<file path="src/inc/tssc_pkg.sv">
// Constants for the timer source and stop control block.
// Assumes a 32-bit classic Wishbone slave with byte addresses on adr_i.
package tssc_pkg;
   localparam int NUM_TIMERS = 4;
   localparam int CNT_W      = 8;
   localparam int ADR_W      = 8;
   localparam int DAT_W      = 32;
   localparam int SEL_W      = 4;
   localparam int PRESC_W    = 12;
   localparam int NUM_PINS   = 3;
   localparam int REG_STRIDE = 4;

   // Register byte offsets
   localparam logic [ADR_W-1:0] ADDR_MODE        = 8'hf4;
   localparam logic [ADR_W-1:0] ADDR_IRQ_STATUS  = 8'h00;
   localparam logic [ADR_W-1:0] ADDR_IRQ_MASK    = 8'h04;
   localparam logic [ADR_W-1:0] ADDR_RELOAD_BASE = 8'h10;

   // Mode register fields
   localparam int T1_SOURCE_SEL_A = 0;
   localparam int T2_SOURCE_SEL_A = 1;
   localparam int T1_HALT         = 2;
   localparam int T2_HALT         = 3;
   localparam int T2_SOURCE_SEL_B = 4;
   localparam int T1_SOURCE_SEL_B = 5;
   localparam int T5_CHAIN_SEL    = 6;
   localparam int T6_SOURCE_SEL   = 7;

   // Timer slots
   localparam int T1_IDX = 0;
   localparam int T2_IDX = 1;
   localparam int T5_IDX = 2;
   localparam int T6_IDX = 3;

   // Pin slots in the synchroniser
   localparam int PIN_MAIN = 0;
   localparam int PIN_SUB  = 1;
   localparam int PIN_EXT  = 2;

   // Reset values
   localparam logic [CNT_W-1:0]      MODE_RESET   = 8'h00;
   localparam logic [CNT_W-1:0]      RELOAD_RESET = 8'hff;
   localparam logic [CNT_W-1:0]      COUNT_ZERO   = 8'h00;
   localparam logic [NUM_TIMERS-1:0] IRQ_RESET    = 4'h0;
   localparam logic [PRESC_W-1:0]    PRESC_RESET  = 12'h000;

   // Prescaler taps: divide by 16 and by 4096
   localparam logic [3:0]         DIV16_TOP   = 4'hf;
   localparam logic [PRESC_W-1:0] DIV4096_TOP = 12'hfff;
   localparam logic [PRESC_W-1:0] PRESC_STEP  = 12'h001;
   localparam logic [CNT_W-1:0]   COUNT_STEP  = 8'h01;
endpackage

</file>
<file path="src/inc/tssc_if.sv">
// Link between the control logic and one 8-bit timer.
// Assumes both ends share clk_i and rst_i.
interface tssc_if;
   logic                          tick;
   logic                          halt;
   logic                          load;
   logic [tssc_pkg::CNT_W-1:0]    load_value;
   logic [tssc_pkg::CNT_W-1:0]    count;
   logic                          overflow;

   modport ctrl  (output tick, halt, load, load_value, input count, overflow);
   modport timer (input tick, halt, load, load_value, output count, overflow);
endinterface

</file>
<file path="src/rtl/tssc_timer.sv">
// One 8-bit down counter with reload and a one-cycle overflow pulse.
// Assumes tick is a one-cycle pulse on clk_i from the control logic.
module tssc_timer (
   // Clock and reset
   input  wire logic clk_i,
   input  wire logic rst_i,
   // Control link
   tssc_if.timer     tif
);
   logic [tssc_pkg::CNT_W-1:0] reload;
   logic [tssc_pkg::CNT_W-1:0] count;
   logic                       overflow;
   logic [tssc_pkg::CNT_W-1:0] next_reload;
   logic [tssc_pkg::CNT_W-1:0] next_count;
   logic                       next_overflow;

   always_comb begin
      next_reload   = reload;
      next_count    = count;
      next_overflow = 1'b0;
      if (tif.load) begin
         next_reload = tif.load_value;
         next_count  = tif.load_value;
      end else if (tif.tick && !tif.halt) begin
         if (count == tssc_pkg::COUNT_ZERO) begin
            next_count    = reload;
            next_overflow = 1'b1;
         end else begin
            next_count = count - tssc_pkg::COUNT_STEP;
         end
      end
   end

   always_ff @(posedge clk_i) begin
      if (rst_i) begin
         reload   <= tssc_pkg::RELOAD_RESET;
         count    <= tssc_pkg::RELOAD_RESET;
         overflow <= 1'b0;
      end else begin
         reload   <= next_reload;
         count    <= next_count;
         overflow <= next_overflow;
      end
   end

   assign tif.count    = count;
   assign tif.overflow = overflow;
endmodule

</file>
<file path="src/rtl/tssc_top.sv">
// Count source selection and start/stop for timers 1, 2, 5 and 6.
// Assumes a classic Wishbone master on clk_i; oscillator and pin inputs are
// asynchronous and far slower than clk_i.
// Behaviour
// Bit 0: timer 1 div16 or bit-5 source
// Bit 5: timer 1 div4096 or external pin
// Bit 1: timer 2 bit-4 source or pin
// Bit 4: timer 2 div16 or timer 1 overflow
// Bits 2, 3 halt timers 1, 2
// Bit 6: timer 5 from timer 2 or 4
// Bit 7: timer 6 div16 or timer 5 overflow
// Divided sources follow main or sub oscillator select
// Mode register resets zero; timers pulse overflow
//
// The implementer's own choice: the Wishbone register port.
module tssc_top (
   // Clock and reset
   input  wire logic                               clk_i,
   input  wire logic                               rst_i,
   // Wishbone slave
   input  wire logic                               cyc_i,
   input  wire logic                               stb_i,
   input  wire logic                               we_i,
   input  wire logic [tssc_pkg::ADR_W-1:0]         adr_i,
   input  wire logic [tssc_pkg::SEL_W-1:0]         sel_i,
   input  wire logic [tssc_pkg::DAT_W-1:0]         dat_i,
   output logic      [tssc_pkg::DAT_W-1:0]         dat_o,
   output logic                                    ack_o,
   // Pins
   input  wire logic                               main_osc_input_i,
   input  wire logic                               sub_osc_input_i,
   input  wire logic                               ext_count_clock_pin_i,
   // Neighbouring logic on clk_i
   input  wire logic                               osc_sub_sel_i,
   input  wire logic                               t4_overflow_i,
   input  wire logic                               t5_halt_i,
   input  wire logic                               t6_halt_i,
   // Events
   output logic      [tssc_pkg::NUM_TIMERS-1:0]    overflow_o,
   output logic                                    irq_o
);
   localparam int NT = tssc_pkg::NUM_TIMERS;
   localparam int CW = tssc_pkg::CNT_W;

   // Bus and register state
   logic [CW-1:0]                  timer_source_stop_control;
   logic [NT-1:0]                  irq_status;
   logic [NT-1:0]                  irq_mask;
   logic [tssc_pkg::DAT_W-1:0]     next_dat_o;
   logic                           next_ack_o;
   logic [CW-1:0]                  next_mode;
   logic [NT-1:0]                  next_irq_status;
   logic [NT-1:0]                  next_irq_mask;

   // Synchroniser and prescaler state
   logic [tssc_pkg::NUM_PINS-1:0]  pin_meta;
   logic [tssc_pkg::NUM_PINS-1:0]  pin_sync;
   logic                           osc_prev;
   logic                           ext_prev;
   logic [tssc_pkg::PRESC_W-1:0]   presc;
   logic [tssc_pkg::NUM_PINS-1:0]  next_pin_meta;
   logic [tssc_pkg::NUM_PINS-1:0]  next_pin_sync;
   logic                           next_osc_prev;
   logic                           next_ext_prev;
   logic [tssc_pkg::PRESC_W-1:0]   next_presc;

   // Derived strobes
   logic                           bus_req;
   logic                           bus_wr;
   logic                           osc_level;
   logic                           osc_edge;
   logic                           ext_edge;
   logic                           div16_tick;
   logic                           div4096_tick;
   logic [NT-1:0]                  tick;
   logic [NT-1:0]                  halt;
   logic [NT-1:0]                  load;
   logic [NT-1:0]                  ovf;
   logic [CW-1:0]                  count [NT];
   logic [CW-1:0]                  rd_byte;
   logic [NT-1:0]                  irq_clear;

   // Bus request; the write lands on the edge where the master sees ack
   assign bus_req = cyc_i & stb_i;
   assign bus_wr  = bus_req & we_i & ack_o & sel_i[0];

   // ---------------- Pin synchroniser and oscillator prescaler
   always_comb begin
      next_pin_meta = {ext_count_clock_pin_i, sub_osc_input_i, main_osc_input_i};
      next_pin_sync = pin_meta;
      next_osc_prev = osc_level;
      next_ext_prev = pin_sync[tssc_pkg::PIN_EXT];
      next_presc    = presc;
      if (osc_edge) begin
         next_presc = presc + tssc_pkg::PRESC_STEP;
      end
   end

   always_ff @(posedge clk_i) begin
      if (rst_i) begin
         pin_meta <= '0;
         pin_sync <= '0;
         osc_prev <= 1'b0;
         ext_prev <= 1'b0;
         presc    <= tssc_pkg::PRESC_RESET;
      end else begin
         pin_meta <= next_pin_meta;
         pin_sync <= next_pin_sync;
         osc_prev <= next_osc_prev;
         ext_prev <= next_ext_prev;
         presc    <= next_presc;
      end
   end

   // One prescaler serves every divided source, so all divided taps
   // share one phase; the oscillator must stay below half of clk_i.
   assign osc_level    = osc_sub_sel_i ? pin_sync[tssc_pkg::PIN_SUB]
                                       : pin_sync[tssc_pkg::PIN_MAIN];
   assign osc_edge     = osc_level & ~osc_prev;
   assign ext_edge     = pin_sync[tssc_pkg::PIN_EXT] & ~ext_prev;
   assign div16_tick   = osc_edge && (presc[3:0] == tssc_pkg::DIV16_TOP);
   assign div4096_tick = osc_edge && (presc == tssc_pkg::DIV4096_TOP);

   // ---------------- Count source selection and gating
   always_comb begin
      // Timer 1
      if (!timer_source_stop_control[tssc_pkg::T1_SOURCE_SEL_A]) begin
         tick[tssc_pkg::T1_IDX] = div16_tick;
      end else if (timer_source_stop_control[tssc_pkg::T1_SOURCE_SEL_B]) begin
         tick[tssc_pkg::T1_IDX] = ext_edge;
      end else begin
         tick[tssc_pkg::T1_IDX] = div4096_tick;
      end
      // Timer 2
      if (timer_source_stop_control[tssc_pkg::T2_SOURCE_SEL_A]) begin
         tick[tssc_pkg::T2_IDX] = ext_edge;
      end else if (timer_source_stop_control[tssc_pkg::T2_SOURCE_SEL_B]) begin
         tick[tssc_pkg::T2_IDX] = ovf[tssc_pkg::T1_IDX];
      end else begin
         tick[tssc_pkg::T2_IDX] = div16_tick;
      end
      // Timer 5
      if (timer_source_stop_control[tssc_pkg::T5_CHAIN_SEL]) begin
         tick[tssc_pkg::T5_IDX] = t4_overflow_i;
      end else begin
         tick[tssc_pkg::T5_IDX] = ovf[tssc_pkg::T2_IDX];
      end
      // Timer 6
      if (timer_source_stop_control[tssc_pkg::T6_SOURCE_SEL]) begin
         tick[tssc_pkg::T6_IDX] = ovf[tssc_pkg::T5_IDX];
      end else begin
         tick[tssc_pkg::T6_IDX] = div16_tick;
      end
   end

   assign halt[tssc_pkg::T1_IDX] = timer_source_stop_control[tssc_pkg::T1_HALT];
   assign halt[tssc_pkg::T2_IDX] = timer_source_stop_control[tssc_pkg::T2_HALT];
   assign halt[tssc_pkg::T5_IDX] = t5_halt_i;
   assign halt[tssc_pkg::T6_IDX] = t6_halt_i;

   // ---------------- Timers
   for (genvar i = 0; i < NT; i++) begin : g_tmr
      tssc_if tif ();

      assign load[i] = bus_wr && (adr_i == tssc_pkg::ADDR_RELOAD_BASE
                                  + 8'(tssc_pkg::REG_STRIDE * i));
      assign tif.tick       = tick[i];
      assign tif.halt       = halt[i];
      assign tif.load       = load[i];
      assign tif.load_value = dat_i[CW-1:0];
      assign count[i]       = tif.count;
      assign ovf[i]         = tif.overflow;

      tssc_timer u_timer (
         .clk_i (clk_i),
         .rst_i (rst_i),
         .tif   (tif.timer)
      );
   end

   // ---------------- Register read mux
   always_comb begin
      rd_byte = '0;
      if (adr_i == tssc_pkg::ADDR_MODE) begin
         rd_byte = timer_source_stop_control;
      end else if (adr_i == tssc_pkg::ADDR_IRQ_STATUS) begin
         rd_byte[NT-1:0] = irq_status;
      end else if (adr_i == tssc_pkg::ADDR_IRQ_MASK) begin
         rd_byte[NT-1:0] = irq_mask;
      end else begin
         for (int j = 0; j < NT; j++) begin
            if (adr_i == tssc_pkg::ADDR_RELOAD_BASE + 8'(tssc_pkg::REG_STRIDE * j)) begin
               rd_byte = count[j];
            end
         end
      end
   end

   // ---------------- Bus slave and registers
   always_comb begin
      next_ack_o      = bus_req & ~ack_o;
      next_dat_o      = dat_o;
      next_mode       = timer_source_stop_control;
      next_irq_mask   = irq_mask;
      irq_clear       = '0;
      if (bus_req && !ack_o) begin
         next_dat_o = {24'h000000, rd_byte};
      end
      if (bus_wr) begin
         if (adr_i == tssc_pkg::ADDR_MODE) begin
            next_mode = dat_i[CW-1:0];
         end
         if (adr_i == tssc_pkg::ADDR_IRQ_MASK) begin
            next_irq_mask = dat_i[NT-1:0];
         end
         if (adr_i == tssc_pkg::ADDR_IRQ_STATUS) begin
            irq_clear = dat_i[NT-1:0];
         end
      end
      // A new overflow beats a clear in the same cycle
      next_irq_status = (irq_status & ~irq_clear) | ovf;
   end

   always_ff @(posedge clk_i) begin
      if (rst_i) begin
         ack_o                     <= 1'b0;
         dat_o                     <= '0;
         timer_source_stop_control <= tssc_pkg::MODE_RESET;
         irq_status                <= tssc_pkg::IRQ_RESET;
         irq_mask                  <= tssc_pkg::IRQ_RESET;
      end else begin
         ack_o                     <= next_ack_o;
         dat_o                     <= next_dat_o;
         timer_source_stop_control <= next_mode;
         irq_status                <= next_irq_status;
         irq_mask                  <= next_irq_mask;
      end
   end

   assign overflow_o = ovf;
   assign irq_o      = |(irq_status & irq_mask);
endmodule

</file>
<file path="config.mk">
export PLATFORM = sky130hd
export DESIGN_NAME = tssc_top
export DESIGN_NICKNAME = d
export VERILOG_FILES = /design/src/inc/tssc_pkg.sv /design/src/inc/tssc_if.sv /design/src/rtl/tssc_timer.sv /design/src/rtl/tssc_top.sv
export SDC_FILE = /design/constraint.sdc
export NUM_CORES = 1
export LEC_CHECK = 0
export BUFFER_PORTS_ARGS = -buffer_cell sky130_fd_sc_hd__buf_2
export CAP_MARGIN = 0
export CORE_MARGIN = 2
export CORE_UTILIZATION = 56
export CTS_BUF_LIST = sky130_fd_sc_hd__clkbuf_16
export DETAILED_ROUTE_END_ITERATION = 7
export PLACE_DENSITY = 0.9
export SLEW_MARGIN = 30
export SYNTH_ARGS = -nofsm -noshare
export SYNTH_HDL_FRONTEND = slang
export SYNTH_SLANG_ARGS = --single-unit
</file>
<file path="constraint.sdc">
create_clock -name clk_i -period 3.2 [get_ports clk_i]
set_input_delay 0.8 -clock clk_i [delete_from_list [all_inputs] [get_ports clk_i]]
set_output_delay 0.8 -clock clk_i [all_outputs]
set_load 0.01 [all_outputs]
</file>
**After elaboration in Yosys (flattened, before gate mapping)**

Index checks and enable logic that the tools add are counted.

- $add $sub $neg: 5
- Equal/unequal tests: 8
- Mux-type cells: 34
- Bitwise operators: 18
- Reductions and logical operators: 32

Operators by type and width:

| kind | count |
|---|---|
| $mux W8 | 17 |
| $logic_not A8 Y1 | 5 |
| $eq A8 B5 Y1 const B | 4 |
| $sub A8 B1 Y8 const B | 4 |
| $mux W4 | 6 |
| $add A12 B1 Y12 const B | 1 |
| $eq A12 B12 Y1 const B | 1 |
| $reduce_or A3 Y1 | 4 |
| $logic_and A1 B1 Y1 | 11 |
| $mux W1 | 11 |
| $and A4 B4 Y4 | 2 |
| $eq A8 B3 Y1 const B | 1 |
| $eq A8 B8 Y1 const B | 1 |
| $reduce_bool A2 Y1 | 4 |
| $and A1 B1 Y1 | 7 |
| $not A1 Y1 | 7 |
| $logic_not A1 Y1 | 5 |
| $eq A4 B4 Y1 const B | 1 |
| $not A4 Y4 | 1 |
| $or A4 B4 Y4 | 1 |
| $reduce_and A2 Y1 | 2 |
| $reduce_or A4 Y1 | 1 |

- Register bits: 113
- Input port bits: 56
- Logic and storage cells: 119

**Depth between registers and ports, before layout**

Gate-level depths: netlist of the first run.

- Depth in word-level cells: 8
- Depth in mapped cells: 8
- Depth with buffers taken out: 7

**Hierarchy**

Synthesis of the first run repeated with hierarchy kept, for this count alone.

- Cells, all modules: 689
- Area, all modules: 5859.4 sq um

By module, submodules not included:

| module | times used | cells each | area an instance (sq um) | sequential area each (sq um) |
|---|---|---|---|---|
| tssc_timer | 4 | 104 | 853.3 | 340.3 |
| tssc_top | 1 | 273 | 2446.1 | 900.9 |

**Least setup slack after synthesis of the first run**

Ideal clock, no wire load.

- Path type: input port to flip-flop
- Start: input port adr_i[5] in the netlist's numbering
- End: register g_tmr[2].u_timer.reload[4] in the netlist's numbering
- Setup time: 137 ps
- Arrival time: 2538 ps
- Data required time: 3063 ps
- Slack: 525 ps
- Stages: 8
- Cell sequence: or4b_1 buf_6 or3_4 or3_1 buf_6 buf_6 nand2_1 nand3_1

- Longest elaborated chain between the ends: 2

Ends and longest elaborated chain:

| element | line | RTL |
|---|---|---|
| start, declared | tssc_top.sv:24 | `input wire logic [tssc_pkg::ADR_W-1:0] adr_i,` |
| $eq A8 B5 Y1 | tssc_top.sv:165 | `assign load[i] = bus_wr && (adr_i == tssc_pkg::ADDR_RELOAD_BASE` |
| $logic_and A1 B1 Y1 | tssc_top.sv:165 |  |
| end signal, assigned | tssc_timer.sv:36 | `reload <= tssc_pkg::RELOAD_RESET;` |
| end signal, assigned | tssc_timer.sv:40 | `reload <= next_reload;` |
| end, declared | tssc_timer.sv:10 | `logic [tssc_pkg::CNT_W-1:0] reload;` |

No other way between the ends.
A chain may end at the register's enable or synchronous reset.

**Final worst setup path of the first run**

- Start: input port adr_i[5] in the netlist's numbering
- End: register g_tmr[2].u_timer.count, in the netlist g_tmr[2].u_timer.tif.count[5]

- Longest elaborated chain between the ends: 3

Ends and longest elaborated chain:

| element | line | RTL |
|---|---|---|
| $eq A8 B5 Y1 * | tssc_top.sv:165 |  |
| $logic_and A1 B1 Y1 * | tssc_top.sv:165 |  |
| $mux W8 / $reduce_bool A2 Y1 (equally long branches) | - |  |
| end signal, assigned | tssc_timer.sv:37 | `count <= tssc_pkg::RELOAD_RESET;` |
| end signal, assigned | tssc_timer.sv:41 | `count <= next_count;` |
| end, declared | tssc_timer.sv:11 | `logic [tssc_pkg::CNT_W-1:0] count;` |

Every way passes the cells marked *; elsewhere a longest branch is shown, timed or not.

==> results of run 1 <==
## worst max-delay path by stage
stage / startpoint / end / depth (start not counted)
2_1_floorplan: adr_i[5] / g_tmr[2].u_timer.reload[4]$_SDFFE_PP1P_ / 8
3_3_place_gp: adr_i[5] / g_tmr[2].u_timer.tif.count[5]$_SDFFE_PP1P_ / 6
3_5_place_dp: adr_i[5] / g_tmr[2].u_timer.tif.count[5]$_SDFFE_PP1P_ / 6
4_1_cts: adr_i[5] / g_tmr[2].u_timer.tif.count[5]$_SDFFE_PP1P_ / 6
5_1_grt: adr_i[5] / g_tmr[2].u_timer.tif.count[4]$_SDFFE_PP1P_ / 6
6_report: adr_i[5] / g_tmr[2].u_timer.tif.count[5]$_SDFFE_PP1P_ / 6
## cell type report
cell class	instances	area share, %
multi-input cells	546	48.1
flip-flops and latches	113	33.5
clock buffers	17	6.30
repair buffers	56	4.67
clock inverters	15	3.54
well taps	136	2.52
inverters	25	1.39
diodes	1	0.0370
## registers in the layout, indices dropped and copies added (netlist names), 4 cells and up
signal and count:
timer_source_stop_control 8, presc 12, g_tmr.u_timer.reload 32, irq_mask 4, g_tmr.u_timer.tif.overflow 4, irq_status 4
g_tmr.u_timer.tif.count 32, dat_o 8
## power by group through the flow
| stage | clock network, W | logic, W | registers, W |
|---|---|---|---|
| global route | 0.00223 | 0.000170 | 0.00143 |
| CTS | 0.00215 | 0.000154 | 0.00143 |
| detailed placement | 0 | 0.000151 | 0.00146 |
| global placement | 0 | 0.000150 | 0.00146 |
| finish | 0.00214 | 0.000159 | 0.00143 |
| floorplan | 0 | 0.000112 | 0.00146 |
## metal layers
layer,GRT usage [%],vias up
met5,0,-
met4,14.5,2
met3,7.60,67
met2,47.3,335
met1,38.0,2636
li1,-,2650
## cells in the final DEF, fill, tap and decap left out, drive strengths merged, types with 5 or more instances in the layout
| cell type | Yosys | layout |
|---|---|---|
| bufinv | 0 | 6 |
| or4 | 8 | 8 |
| conb | 1 | 24 |
| nor2b | 9 | 9 |
| xnor2 | 8 | 8 |
| o22ai | 9 | 9 |
| nand2b | 6 | 6 |
| nor3 | 31 | 31 |
| nand2 | 82 | 82 |
| a211oi | 5 | 5 |
| o21ai | 47 | 47 |
| a21oi | 51 | 51 |
| a31oi | 8 | 8 |
| xor2 | 7 | 7 |
| ha | 9 | 9 |
| nand3 | 23 | 23 |
| mux2i | 20 | 20 |
| clkbuf | 26 | 17 |
| o211ai | 16 | 16 |
| or3 | 16 | 16 |
| nor4 | 14 | 14 |
| a311oi | 5 | 5 |
| nor2 | 65 | 65 |
| inv | 25 | 28 |
| a32oi | 6 | 6 |
| nand4 | 9 | 9 |
| or2 | 7 | 7 |
| mux2 | 10 | 10 |
| buf | 42 | 56 |
| dfxtp | 113 | 113 |
## kinds of logic (layout without fill, tap and decap cells)
family          after synthesis  in the layout  synth area share, %
compound gates              179            179                 19.2
xor+xnor                     15             15                 2.22
fa+ha+maj                     9              9                 1.90
buf+inv                      93            113                 8.47
flops                       113            113                 38.2
mux                          30             30                 5.28
other cells                   1             25               0.0633
simple gates                289            289                 24.7
## through the flow
step / area (sq um) / total power, W
global placement: 6090 / 0.00161
finish: 6760 / 0.00373
global route: 6750 / 0.00383
CTS: 6750 / 0.00373
detailed placement: 6090 / 0.00161
floorplan: 6010 / 0.00157
## critical path: cells and delay by family
kind	cells	cell delay, ps
buffers and inverters	1	120
AOI/OAI and AO/OA	1	60
and+or+nand+nor	4	1860
==> results.json, run 1 <==
{
  "outcome": "complete, no violations",
  "slew_violations": 0,
  "fin_cells": 909,
  "slew_headroom_pct": 44.8,
  "routedWlPerCell_um": 18.5,
  "hold_class": "reg2reg",
  "wl_met3_um": 1700,
  "clockBufferDepth": 2,
  "hold_viol_final": 0,
  "worstRegToRegCells": 5,
  "overflow": 0,
  "p_sw_share_pct": 21.8,
  "path_max_fanout": 16,
  "ctsHoldBuffers": 0,
  "cts_resized": 0,
  "synthesis.yosys.warnings": 0,
  "tns_ps": 0,
  "pwr-share-clk_pct": 57.4,
  "fmax_mhz": 388,
  "routabilityCongestion": 0.973,
  "num_vias": 5690,
  "ys.flop_type": "dfxtp_1",
  "crit_slowest_cell": "or3_1",
  "setup_violations": 0,
  "multi_input_area_sq_mm": 0.00325,
  "peakVddDrop_uv": 571,
  "fin_crit_sh_pct": 80.5,
  "hold_depth": 1,
  "synth_cells": 729,
  "dieArea_sq_mm": 0.0114,
  "critPathLaunchType": "input port",
  "rows": 37,
  "grt_pass1_wl_um": 26400,
  "p_leak_nw": 2.80,
  "final_util_pct": 65.7,
  "synth.area.top_cells": "dfxtp_1, nand2_1, a21oi_1",
  "num_io_pins": 94,
  "r2r_end": "g_tmr[2].u_timer.tif.count[2]$_SDFFE_PP1P_",
  "cts_setup_buffers": 0,
  "cts_inserted_buffers": 17,
  "seq_area_sq_mm": 0.00226,
  "fin_hold_ws_ps": 435,
  "hpwl_um": 10800,
  "cp_cell_sequence": "buf_2 -> or4b_1 -> or3_4 -> or3_1 -> nor3_1 -> a31oi_1",
  "syn_area_sq_mm": 0.00593,
  "r2r_start": "g_tmr[2].u_timer.tif.count[2]$_SDFFE_PP1P_",
  "cpPeakStageDelay_ps": 640,
  "worst_slack_ps": 625,
  "cts.sinks": 113,
  "pwr-share-comb_pct": 4.3,
  "synth_top_cells_by_count": "dfxtp_1, nand2_1, nor2_1",
  "placed_cells": 876,
  "synth_edf_count": 0,
  "place_ws_ps": 221,
  "required_ps": 3480,
  "wirelength_um": 16800,
  "fp.dieH_um": 107,
  "yosysTopAreaCell": "dfxtp_1",
  "syn-mean-instance-area_sq_um": 8.13,
  "min_period_ps": 2570,
  "wirelength_met1_um": 6680,
  "synth_cell_types": 67,
  "drive_above_1_share_pct": 14.5,
  "ys_seq_area_share_pct": 38.2,
  "wl_met2_um": 7660,
  "coreArea_sq_mm": 0.0103,
  "criticalPathCategory": "in2reg",
  "regToRegSetupSlack_ps": 880,
  "fill_cells": 825,
  "grt_max_degree": 32,
  "critPathArrivalTime_ps": 2850,
  "fin_nets": 824,
  "grt_setup_unrepaired": "false",
  "drv_cap": 0,
  "gr-usage-all-layers_pct": 29.9,
  "die_w_um": 107,
  "port_buffers": 42,
  "hold_end": "pin_sync[0]$_SDFF_PP0_",
  "antenna_found_initial": 1,
  "ant_nets": 0,
  "cts_tree": "built",
  "p_seq_share_pct": 38.4,
  "min_from": "next_pin_sync[0]$_SDFF_PP0_",
  "area_growth_syn_to_layout_pct": 14.0,
  "start_util_pct": 57.7,
  "top_layer": "met5",
  "via_per_inst": 6.26,
  "async_reset_ff_share_pct": 0,
  "yosysMostFrequentCell": "dfxtp_1",
  "critPathCaptureType": "flop",
  "synth-seq-cells": 113,
  "synth.top_cell.area_share_pct": 38.2,
  "tightest_slew_ps": 817,
  "drtIter0Drc": 779,
  "clock_skew_ps": 8.26,
  "internal_power_w": 0.00292,
  "clkTransAtPathRegs_ps": 60,
  "clkLatencyLatePin_ps": 420,
  "p_per_area_mw_per_mm2": 553,
  "first_pass_iters": 5,
  "htree_levels": 4,
  "cts-root-buf": "clkbuf_16",
  "power.switching_w": 0.000813,
  "grt_pass1_vias": 5135,
  "drc": 0
}
No activity file was read; power rests on OpenSTA's default activity.
==> run 2, diff against run 1 <==
Clock period 3.2 ns to 2.6 ns, I/O delays scaled along.
==> results.json, run 2 (same netlist as run 1, synthesis figures left out) <==
{
  "final_common_cell": "dfxtp_1",
  "cts_resized": 0,
  "layout_common_cells": "dfxtp_1, nand2_1, nor2_1",
  "critPathArrivalTime_ps": 2550,
  "cts.sinks": 113,
  "pwr-share-comb_pct": 4.9,
  "via_per_inst": 6.14,
  "clkTransAtPathRegs_ps": 50,
  "drtIter0Drc": 588,
  "fmax_mhz": 445,
  "port_buffers": 42,
  "routedWlPerCell_um": 17.6,
  "grt_pass1_wl_um": 26000,
  "min_period_ps": 2250,
  "path_max_fanout": 9,
  "tns_ps": 0,
  "slew_headroom_pct": 56.4,
  "coreArea_sq_mm": 0.0103,
  "grt_pass1_vias": 5204,
  "hold_class": "in2reg",
  "first_pass_iters": 6,
  "critPathLaunchType": "flop",
  "start_util_pct": 57.7,
  "fin_crit_sh_pct": 86.4,
  "pwr-share-clk_pct": 52.6,
  "fin_nets": 851,
  "ant_nets": 0,
  "cts_setup_buffers": 0,
  "largest_registers": "g_tmr.u_timer.reload x32, g_tmr.u_timer.tif.count x32, presc x12",
  "fp.dieH_um": 107,
  "rows": 37,
  "num_vias": 5725,
  "antenna_found_initial": 2,
  "area_growth_syn_to_layout_pct": 15.5,
  "grt_setup_unrepaired": "false",
  "overflow": 0,
  "die_w_um": 107,
  "internal_power_w": 0.00319,
  "p_seq_share_pct": 42.5,
  "htree_levels": 4,
  "cp_cell_sequence": "or4_1 -> or3_1 -> o21ai_0 -> a21oi_1 -> a221o_1",
  "clkLatencyLatePin_ps": 420,
  "cts_inserted_buffers": 17,
  "hold_viol_final": 0,
  "clock_skew_ps": 6.37,
  "power.switching_w": 0.000956,
  "crit_slowest_cell": "or4_1",
  "slew_violations": 0,
  "drc": 0,
  "tightest_slew_ps": 650,
  "setup_violations": 0,
  "ctsHoldBuffers": 0,
  "dieArea_sq_mm": 0.0114,
  "drive_above_1_share_pct": 17.1,
  "peakVddDrop_uv": 550,
  "critPathCaptureType": "flop",
  "p_leak_nw": 2.87,
  "required_ps": 2910,
  "p_per_area_mw_per_mm2": 606,
  "criticalPathCategory": "reg2reg",
  "cpPeakStageDelay_ps": 610,
  "antenna_cells": 0,
  "outcome": "complete, no violations",
  "wirelength_um": 16400,
  "cts_tree": "built",
  "p_sw_share_pct": 23.1,
  "grt_max_degree": 45,
  "routabilityCongestion": 0.978,
  "hpwl_um": 11300,
  "num_io_pins": 94,
  "clockBufferDepth": 2,
  "cts-root-buf": "clkbuf_16",
  "gr-usage-all-layers_pct": 29.7,
  "finalPower_w": 0.00414,
  "drv_cap": 0
}
run 2: changes by cell type in the layout (fill, tap and decap cells not counted), sizes merged:
cell / change
inv: -2
bufinv: -4
clkinv: +1
buf: +27
diode: -1
clkinvlp: +3
run 2: through the flow:
stage / instance area [sq um] / utilization (%) / hold slack [ps] / worst slack (ps) / cells
final: 6840 / 66.6 / 439 / 353 / 933
after global placement: 6290 / 61.2 / 415 / 27.2 / 903
after floorplan: 6010 / - / 414 / 75.1 / 752
after global routing: 6840 / 66.6 / 450 / 240 / 933
after CTS: 6840 / 66.6 / 434 / 364 / 933
after detailed placement: 6290 / 61.2 / 430 / 25.2 / 903
run 2: critical path: cells and delay by family (launching register included):
family,cells,cell delay (ps)
AND/OR/NAND/NOR,2,1130
AO/OA/AOI/OAI,3,630
flip-flops,1,380
run 2: worst paths after layout:
check                                                                 from                                          to  slack (ps)  cells past startpoint
worst max-delay path            g_tmr[1].u_timer.tif.count[2]$_SDFFE_PP1P_  g_tmr[1].u_timer.tif.count[2]$_SDFFE_PP1P_         350                      5
worst min register to register                 next_pin_sync[1]$_SDFF_PP0_                      pin_sync[1]$_SDFF_PP0_         440                      1
worst min-delay path                                       sub_osc_input_i                 next_pin_sync[1]$_SDFF_PP0_         440                      2
worst max register to register  g_tmr[1].u_timer.tif.count[2]$_SDFFE_PP1P_  g_tmr[1].u_timer.tif.count[2]$_SDFFE_PP1P_         350                      5
run 2: power by group through the flow:
stage	Combinational (W)	Sequential [W]	Clock, W
2_1_floorplan	0.000138	0.00180	0
3_3_place_gp	0.000192	0.00180	0
3_5_place_dp	0.000194	0.00180	0
4_1_cts	0.000197	0.00176	0.00219
5_1_grt	0.000216	0.00176	0.00227
6_report	0.000203	0.00176	0.00218
run 2: layout make-up:
cell class	count	area, sq um
Clock inverter	13	124
Multi-Input combinational cell	546	3250
Fill cell	820	3440
Tap cell	136	170
Sequential cell	113	2260
Clock buffer	17	425
Inverter	25	93.8
Timing Repair Buffer	83	518
run 2: layer usage:
layer / share of wire (%) / up-vias / track usage (%) / routed length (um)
li1: - / 2704 / - / -
met1: 40 / 2645 / 36.0 / 6530
met2: 46 / 311 / 47.3 / 7510
met3: 10 / 61 / 9.24 / 1680
met4: 4.2 / 4 / 15.5 / 683
met5: 0.14 / - / 0 / 23
